--- src/acq_trigger_pkg.sv ---
package acq_trigger_pkg;

  // ----------------------------------------------------------------
  // widths and reset values
  // ----------------------------------------------------------------
  localparam int          INTEG_W        = 24;
  localparam int          SYNC_STAGES    = 2;
  localparam logic [23:0] INTEG_RST      = 24'h000000;
  localparam logic [23:0] INTEG_ONE      = 24'h000001;
  localparam logic [1:0]  SYNC_RST       = 2'h0;

  // ----------------------------------------------------------------
  // modes and scan states
  // ----------------------------------------------------------------
  typedef enum logic [1:0] {
    MODE_NORMAL,
    MODE_SOFTWARE,
    MODE_SYNC,
    MODE_HARDWARE
  } trig_mode_t;

  typedef enum {
    ST_IDLE,
    ST_INTEGRATE
  } scan_state_t;

endpackage

--- src/acquisition_trigger_control.sv ---
`timescale 1ns/100ps
module acquisition_trigger_control
  import acq_trigger_pkg::*;
(
  input  wire logic               clk,
  input  wire logic               reset_n,
  input  wire logic               clkEn,
  input  wire logic               mode_select_low,
  input  wire logic               mode_select_high,
  input  wire logic               softwareModeSel,
  input  wire logic               level_trigger_input,
  input  wire logic               syncTriggerInput,
  input  wire logic               adcClockTick,
  input  wire logic [INTEG_W-1:0] integPeriod,
  output logic                    integrating,
  output logic                    scanDone,
  output logic [INTEG_W-1:0]      scanLength,
  output trig_mode_t              activeMode
);

  // ----------------------------------------------------------------
  // input synchronisers
  // ----------------------------------------------------------------
  logic selLowS;
  logic selHighS;
  logic levelTrigS;
  logic syncTrigS;

  two_stage_sync uSelLow (
    .clk     (clk),
    .reset_n (reset_n),
    .clkEn   (clkEn),
    .asyncIn (mode_select_low),
    .syncOut (selLowS)
  );
  two_stage_sync uSelHigh (
    .clk     (clk),
    .reset_n (reset_n),
    .clkEn   (clkEn),
    .asyncIn (mode_select_high),
    .syncOut (selHighS)
  );
  two_stage_sync uLevel (
    .clk     (clk),
    .reset_n (reset_n),
    .clkEn   (clkEn),
    .asyncIn (level_trigger_input),
    .syncOut (levelTrigS)
  );
  two_stage_sync uSyncTrig (
    .clk     (clk),
    .reset_n (reset_n),
    .clkEn   (clkEn),
    .asyncIn (syncTriggerInput),
    .syncOut (syncTrigS)
  );

  // ----------------------------------------------------------------
  // mode decode
  // ----------------------------------------------------------------
  function automatic trig_mode_t decodeMode(input logic hi,
                                            input logic lo,
                                            input logic sw);
    if (hi && lo) begin
      decodeMode = MODE_HARDWARE;
    end else if (hi) begin
      decodeMode = MODE_SYNC;
    end else if (sw) begin
      decodeMode = MODE_SOFTWARE;
    end else begin
      decodeMode = MODE_NORMAL;
    end
  endfunction

  trig_mode_t modeNow;
  trig_mode_t mode_r;

  assign modeNow = decodeMode(selHighS, selLowS, softwareModeSel);

  // registered so a mode change is seen one cycle late, except by the scan state machine's modeNow compare
  always_ff @(posedge clk or negedge reset_n) begin
    if (!reset_n) begin
      mode_r <= MODE_NORMAL;
    end else if (clkEn) begin
      mode_r <= modeNow;
    end
  end

  assign activeMode = mode_r;

  // ----------------------------------------------------------------
  // sync edge detect (reads second stage only)
  // ----------------------------------------------------------------
  logic syncPrev_r;
  logic syncEdge;

  always_ff @(posedge clk or negedge reset_n) begin
    if (!reset_n) begin
      syncPrev_r <= 1'b0;
    end else if (clkEn) begin
      syncPrev_r <= syncTrigS;
    end
  end

  // the trigger edge is the integration clock
  assign syncEdge = syncTrigS && !syncPrev_r;

  // ----------------------------------------------------------------
  // integration timer, counts converter ticks
  // ----------------------------------------------------------------
  logic [INTEG_W-1:0] tickCnt_r;
  logic               periodEnd;
  logic [INTEG_W-1:0] periodGoal;

  // a zero period is treated as one tick, so it ends on every converter tick
  assign periodGoal = (integPeriod == INTEG_RST) ? INTEG_ONE : integPeriod;
  assign periodEnd  = adcClockTick && (tickCnt_r + INTEG_ONE >= periodGoal);

  always_ff @(posedge clk or negedge reset_n) begin
    if (!reset_n) begin
      tickCnt_r <= INTEG_RST;
    end else if (clkEn) begin
      if (mode_r == MODE_SYNC || mode_r == MODE_HARDWARE) begin
        tickCnt_r <= INTEG_RST;
      end else if (periodEnd) begin
        tickCnt_r <= INTEG_RST;
      end else if (adcClockTick) begin
        tickCnt_r <= tickCnt_r + INTEG_ONE;
      end
    end
  end

  // ----------------------------------------------------------------
  // scan state and delivery
  // ----------------------------------------------------------------
  scan_state_t        state_r;
  logic [INTEG_W-1:0] lenCnt_r;
  logic               deliver;
  logic               freeRun;

  assign freeRun = (mode_r == MODE_NORMAL) || (mode_r == MODE_SOFTWARE);

  // delivery decision per mode
  always_comb begin
    case (mode_r)
      MODE_NORMAL:   deliver = periodEnd;
      // level high at period end delivers
      MODE_SOFTWARE: deliver = periodEnd && levelTrigS;
      MODE_SYNC:     deliver = syncEdge && (state_r == ST_INTEGRATE);
      default:       deliver = 1'b0;
    endcase
  end

  // scan state machine
  always_ff @(posedge clk or negedge reset_n) begin
    if (!reset_n) begin
      state_r <= ST_IDLE;
    end else if (clkEn) begin
      case (state_r)
        ST_IDLE: begin
          if (freeRun) begin
            state_r <= ST_INTEGRATE;
          end else if (mode_r == MODE_SYNC && syncEdge) begin
            state_r <= ST_INTEGRATE;
          end
        end
        ST_INTEGRATE: begin
          // leaving a mode drops back to idle
          if (!freeRun && mode_r != MODE_SYNC) begin
            state_r <= ST_IDLE;
          end else if (modeNow != mode_r) begin
            state_r <= ST_IDLE;
          end
        end
        default: state_r <= ST_IDLE;
      endcase
    end
  end

  // scan length counter: restarts on every boundary
  always_ff @(posedge clk or negedge reset_n) begin
    if (!reset_n) begin
      lenCnt_r <= INTEG_RST;
    end else if (clkEn) begin
      if (state_r != ST_INTEGRATE) begin
        lenCnt_r <= INTEG_ONE;
      end else if (deliver || (freeRun && periodEnd)) begin
        lenCnt_r <= INTEG_ONE;
      end else if (lenCnt_r != {INTEG_W{1'b1}}) begin
        lenCnt_r <= lenCnt_r + INTEG_ONE;
      end
    end
  end

  // delivery outputs registered
  always_ff @(posedge clk or negedge reset_n) begin
    if (!reset_n) begin
      scanDone   <= 1'b0;
      scanLength <= INTEG_RST;
    end else if (clkEn) begin
      scanDone <= deliver;
      // length of sync scan is edge interval
      if (deliver) begin
        scanLength <= lenCnt_r;
      end
    end
  end

  always_ff @(posedge clk or negedge reset_n) begin
    if (!reset_n) begin
      integrating <= 1'b0;
    end else if (clkEn) begin
      integrating <= (state_r == ST_INTEGRATE);
    end
  end

endmodule

--- src/two_stage_sync.sv ---
`timescale 1ns/100ps
// two flip-flop synchroniser for one asynchronous level
module two_stage_sync
  import acq_trigger_pkg::*;
(
  input  wire logic clk,
  input  wire logic reset_n,
  input  wire logic clkEn,
  input  wire logic asyncIn,
  output logic      syncOut
);

  logic [1:0] chain_r;

  // first stage feeds only the second stage
  always_ff @(posedge clk or negedge reset_n) begin
    if (!reset_n) begin
      chain_r <= SYNC_RST;
    end else if (clkEn) begin
      chain_r <= {chain_r[0], asyncIn};
    end
  end

  assign syncOut = chain_r[1];

endmodule

--- config.mk ---
export PLATFORM = sky130hd
export DESIGN_NAME = acquisition_trigger_control
export DESIGN_NICKNAME = d
export VERILOG_FILES = /design/src/acq_trigger_pkg.sv /design/src/acquisition_trigger_control.sv /design/src/two_stage_sync.sv
export SDC_FILE = /design/constraint.sdc
export NUM_CORES = 1
export LEC_CHECK = 0
export ABC_AREA = 0
export BUFFER_PORTS_ARGS = -buffer_cell sky130_fd_sc_hd__clkbuf_2
export CAP_MARGIN = 20
export CORE_AREA = 8 8 119 94
export CTS_CLUSTER_SIZE = 25
export DETAILED_ROUTE_END_ITERATION = 8
export DIE_AREA = 0 0 127 102
export HOLD_SLACK_MARGIN = 0.05
export PLACE_DENSITY_LB_ADDON = 0.2
export REMOVE_ABC_BUFFERS = 1
export SLEW_MARGIN = 25
export SYNTH_ARGS = -nofsm -noshare
export SYNTH_HDL_FRONTEND = slang
export SYNTH_SLANG_ARGS = --single-unit
export TNS_END_PERCENT = 10
--- constraint.sdc ---
create_clock -name clk -period 4.6 [get_ports clk]
set_input_delay 1.15 -clock clk [delete_from_list [all_inputs] [get_ports clk]]
set_output_delay 1.15 -clock clk [all_outputs]
set_load 0.02 [all_outputs]
; Word level (Yosys, flattened, before mapping)
; Index checks and enable logic that the tools add are counted.
; Widths: inputs -> output; s select.
[op_classes]
reduce_logical = 22
n_eq_ne = 11
multipliers = 0
n_lt_le_gt_ge = 1
div_mod_pow = 0
n_mux = 16
shifts = 0
bitwise_logic = 0
addsub = 2
[op_table]
columns = operator, count
row1 = $mux 24, 7
row2 = $mux 32, 4
row3 = $pmux 32 s2, 1
row4 = $add 24x1->24 const B, 2
row5 = $eq 32x1->1 const B, 1
row6 = $eq 32x2->1 const B, 1
row7 = $logic_not 32->1, 1
row8 = $ne 32x2->1 const B, 1
row9 = $ge 24x24->1, 1
row10 = $logic_not 24->1, 1
row11 = $ne 24x24->1 const B, 1
row12 = $logic_and 1x1->1, 8
row13 = $ne 3x3->1 const B, 2
row14 = $reduce_and 2->1, 3
row15 = $reduce_bool 3->1, 2
row16 = $eq 2x2->1 const B, 2
row17 = $mux 2, 2
row18 = $logic_or 1x1->1, 3
row19 = $pmux 1 s3, 1
row20 = $reduce_and 3->1, 1
row21 = $eq 2x1->1 const B, 1
row22 = $logic_not 1->1, 2
row23 = $logic_not 2->1, 1
row24 = $ne 2x2->1, 1
row25 = 2 further kinds, 2
[word_totals]
n_memories = 0
ff_bits = 117
wordCells = 64
output_inout_bits = 28
latchBits = 0
in_bits = 33
romBits = 0
mem_bits_rw = 0

; Longest topological paths before layout
[logic_depth]
word_depth = 9
ltp_mapped = 18
depth_no_buf = 15

; By module
; From an unflattened synthesis, not the netlist that was laid out.
[unflattened]
hier_cells = 462
hier_area_um2 = 4962.3
[by_module_without_submodules]
columns = module, cells_per_inst, area_per_inst_um2, seq_area_each_um2, n_inst
row1 = acquisition_trigger_control, 446, 4672.0, 1951.9, 1
row2 = two_stage_sync, 4, 72.6, 50.0, 4

; Least setup slack after synthesis
; No wires, ideal clock.
[synth_path]
path_type = register to register
start = register tickCnt_r[2]
end = register scanLength[10]
arrival_time_ns = 3.652
path_buffers = 2
period_less_slack_ns = 3.777
path_stages_with_launch = 18
required_time_ns = 4.475
setup_slack_ns = 0.823
setup_time_ns = 0.125
cell_sequence = dfrtp_1 -> and3_1 -> and3_1 -> buf_2 -> nand3_1 -> nor3b_2 -> and3_1 -> xnor2_1 -> inv_1 -> ha_1 -> nand4_1 -> nor3_1 -> a31oi_1 -> or2_4 -> a2111oi_4 -> a31oi_4 -> buf_6 -> mux2_4
[synth_between]
elab_chain_cells = 6
[synth_rtl]
columns = element, line_no
row1 = start: declaration, acquisition_trigger_control.sv:111  ; logic [INTEG_W-1:0] tickCnt_r;
row2 = start signal: assignment, acquisition_trigger_control.sv:128  ; tickCnt_r <= tickCnt_r + INTEG_ONE;
row3 = $add 24x1->24 (*), acquisition_trigger_control.sv:117  ; assign periodEnd = adcClockTick && (tickCnt_r + INTEG_ONE >= periodGoal);
row4 = $ge 24x24->1 (*), acquisition_trigger_control.sv:117
row5 = $logic_and 1x1->1 (*), acquisition_trigger_control.sv:117
row6 = $logic_and 1x1->1, acquisition_trigger_control.sv:148  ; MODE_SOFTWARE: deliver = periodEnd && levelTrigS;
row7 = $pmux 1 s3 (*), acquisition_trigger_control.sv:145  ; case (mode_r)
row8 = $reduce_and 2->1 (no source line) (*), --
row9 = end signal: assignment, acquisition_trigger_control.sv:204  ; scanLength <= lenCnt_r;
row10 = end: declaration, acquisition_trigger_control.sv:17  ; output logic [INTEG_W-1:0] scanLength,
; Mark *: on every way between the ends. The rest lies on a longest branch, timed or not.
; A chain may end at the register's enable or synchronous reset.

; Final worst setup path
[layout_path]
start = register tickCnt_r[2]
end = register scanLength[0]
; The elaborated chain is that of the path after synthesis.

==> run_results.csv <==
group,metric,value,unit
yosys,synth_async_sr_flop_share,100,%
placement,placedInstanceArea,0.00536,mm^2
drt,antenna_left,0,
floorplan,rows,31,
min_path,hold_path_class,"flip-flop to flip-flop",
timing,fin_ws,0.312,ns
clock_tree,htreeDepth,3,
timing,max-slew-margin-rel,42.9,%
placement,gp_congestion,0.868,
yosys,synth.area.top_cells,"dfrtp_1 44%, ha_1 6.6%, mux2_4 5.8%, xnor2_1 5.1%, mux2_2 3.7%",
floorplan,initial_utilization,53.0,%
worst_setup_path,r2r-start,"tickCnt_r[2]$_DFFE_PN0P_",
timing,max_slew.worst_pin.slew,0.857,ns
yosys,syn_area,0.00493,mm^2
power_and_ir_drop,cellPowerDensity,344,mW/mm^2
floorplan,die_y,102,um
worst_setup_path,crit_required,4.82,ns
worst_setup_path,r2r_cells,16,
timing,min_period_over_period,93.2,%
worst_setup_path,crit_fanout,25,
layout,drive_above_1_share,22.2,%
clock_tree,post_cts_resized,0,
clock_tree,cts_tree,"yes",
drt,drtIter0Drc,251,
clock_tree,cts_setup_buffers,0,
yosys,synth_top_area_share,43.6,%
timing,max_freq,0.233,GHz
yosys,avgSynthCellArea,10.0,um^2
timing,setup_violations,0,
grt,grt_max_degree,67,
worst_setup_path,critPathLaunch,"tickCnt_r[2]$_DFFE_PN0P_",
min_path,holdPathStages,1,
timing,fin_crit,4.29,ns
placement,port_buffers,60,
grt,grt_pass1_wl,18700,um
grt,grt-ovfl-total,0,
drt,dr.pass1.iters,4,
drt,drt-wirelength-per-cell,16.2,um
yosys,synth_area_leader_cell,"dfrtp_1",
timing,finClkSkew,0.00613,ns
clock_tree,clk_pin_slew,0.06,ns
floorplan,core-area,0.00931,mm^2
clock_tree,clk_path_buf_depth,2,
timing,drv_slew,0,
floorplan,die_width,127,um
yosys,ys_ff_latch,86,
worst_setup_path,crit_path_start_kind,"flip-flop",
yosys,synth-seq-area-share,43.6,%
grt,grt_pass1_vias,3865,
placement,post-place-ws,0.304,ns
drt,viasPerCell,5.56,
worst_setup_path,worst_setup_path_end_kind,"flip-flop",
layout,final_core_util,61.2,%
clock_tree,cts_root_buf,"clkbuf_16",
yosys,synthDistinctLibCells,48,
yosys,yosysWarnings,0,
layout,syn2layout_area_growth,15.4,%
yosys,synth-edff-count,0,
layout,nNetsFinal,613,
yosys,dominantRegCellSynth,"dfrtp_1",
min_path,hp-start,"scanLength[11]$_DFFE_PN0P_",
layout,num-fill-cells,804,
clock_tree,clock_sinks,86,
power_and_ir_drop,finalPower,1.96,mW
drt,vias,3740,
timing,tns,0,ns
placement,post-dp-hpwl,7970,um
clock_tree,cts_made_buffers,9,
status,status,"complete, no violations",
drt,routed_wl,10900,um
yosys,syn_inst,493,
timing,rsz0062_at_grt,"false",
clock_tree,insertion_delay,0.34,ns
timing,finalHoldViolations,0,
worst_setup_path,worstSetupPathType,"flip-flop to flip-flop",
clock_tree,hold_buffers,0,
flow_run,cap_violations,0,
floorplan,die_area,0.0130,mm^2
power_and_ir_drop,peakVddDrop,0.326,mV
layout,finalInstanceArea,0.00569,mm^2
floorplan,io_pins,61,
worst_setup_path,cp.arrival,4.51,ns
grt,grt_use_total,17.9,%
grt,antenna_found_initial,0,
drt,post-route-drc-count,0,
layout,antenna-diode-count,0,
power_and_ir_drop,p_leak,2.93,nW
## logic make-up (layout without fill, tap and decap cells)
kind of cell	count (synthesis)	count (layout)	share of synthesized area [%]
AOI/OAI and AO/OA	60	60	8.35
xor gates and xnor gates	44	44	7.81
adders and majority gates	26	26	6.60
buffers and inverters	50	115	4.19
DFF	86	86	43.6
muxes	37	37	9.84
and+or+nand+nor	190	190	19.6
## flip-flops by register name, indices dropped and copies added (netlist names), 2 cells and up
| signal | cells |
|---|---|
| uSyncTrig.chain_r | 2 |
| lenCnt_r | 24 |
| scanLength | 24 |
| uSelHigh.chain_r | 2 |
| uSelLow.chain_r | 2 |
| activeMode | 2 |
| uLevel.chain_r | 2 |
| tickCnt_r | 24 |
## worst max-delay path, cell delays in order, from the launching register on
cell and delay (ns):
dfrtp_1 0.43, and3_1 0.21, and3_1 0.27, nand3_1 0.17
nor3b_2 0.42, and3_1 0.23, xnor2_1 0.13, inv_1 0.06
ha_1 0.32, a21oi_1 0.17, o21ai_0 0.14, a2111oi_0 0.52
or2_4 0.24, a2111oi_4 0.08, a31oi_4 0.18, buf_12 0.23
mux2_2 0.36
## placed cells by master, fill, tap and decap left out, types with 2 or more instances in the layout
master     count
nor2b_1        4
nand2b_1      13
a21oi_1       10
mux2_2        16
bufinv_16      3
clkbuf_16      9
and4_1         3
xor2_1        15
a21o_1        11
nand3_1       26
nor4_1        11
nand2_1       44
nor2_1        42
dfrtp_1       86
and3_1        12
nor3b_1        6
ha_1          26
nor3_1         9
o21ai_0       24
or2_2          2
mux2i_1        2
and2_1         2
clkbuf_2      59
mux2_4        19
inv_1         35
buf_4          5
nand4_1       10
xnor2_1       29
## routing by layer
metal  vias to the layer above  global-route usage (%)  routed length [um]
met3                        10                    4.43                 588
met1                      1826                    23.9                5330
met5                         -                       0                   0
met4                         0                    5.65                 125
li1                       1837                       -                   -
met2                        67                    28.3                4870
## cell usage after synthesis (all sizes together) (2+ instances only)
| cell type | instances |
|---|---|
| dfrtp | 86 |
| nand2 | 44 |
| nor2 | 42 |
| inv | 35 |
| mux2 | 35 |
| xnor2 | 29 |
| ha | 26 |
| nand3 | 26 |
| o21ai | 25 |
| xor2 | 15 |
| nand2b | 13 |
| and3 | 12 |
| a21o | 11 |
| nor4 | 11 |
| a21oi | 10 |
| nand4 | 10 |
| nor3 | 10 |
| clkbuf | 9 |
| nor3b | 7 |
| buf | 6 |
| nor2b | 4 |
| and4 | 3 |
| or2 | 3 |
| a2111oi | 2 |
| a31oi | 2 |
| and2 | 2 |
| mux2i | 2 |
## final timing paths
| check | endpoint | slack, ns |
|---|---|---|
| worst max-delay path | scanLength[0]$_DFFE_PN0P_ | 0.31 |
| worst min-delay path | scanLength[11]$_DFFE_PN0P_ | 0.51 |
| worst max register to register | scanLength[0]$_DFFE_PN0P_ | 0.31 |
| worst min register to register | scanLength[11]$_DFFE_PN0P_ | 0.51 |
| max in group asynchronous | lenCnt_r[1]$_DFFE_PN0P_ | 2.86 |
| min in group asynchronous | tickCnt_r[10]$_DFFE_PN0P_ | 0.92 |
## where the power goes
part	switching, mW	leakage (nW)	internal, mW
registers	0.0560	1.16	0.808
clock network	0.297	0.161	0.527
logic	0.160	1.60	0.110
total	0.513	2.93	1.45
## metrics by stage
step                      hold WS (ns)  std cells
after floorplan                  0.471        478
after CTS                        0.511        673
after detailed placement         0.495        658
after global routing             0.518        673
final                            0.506        673
after global placement           0.481        658
## area by class of cell
class	instances	area (um^2)	share of cell area (%)
Clock inverter	6	111	1.96
Multi-Input combinational cell	357	2580	45.3
Clock buffer	9	225	3.96
Tap cell	115	144	2.53
Inverter	35	131	2.31
Sequential cell	86	2150	37.8
Timing Repair Buffer	65	353	6.20
Power figures use the tool's default switching activity.
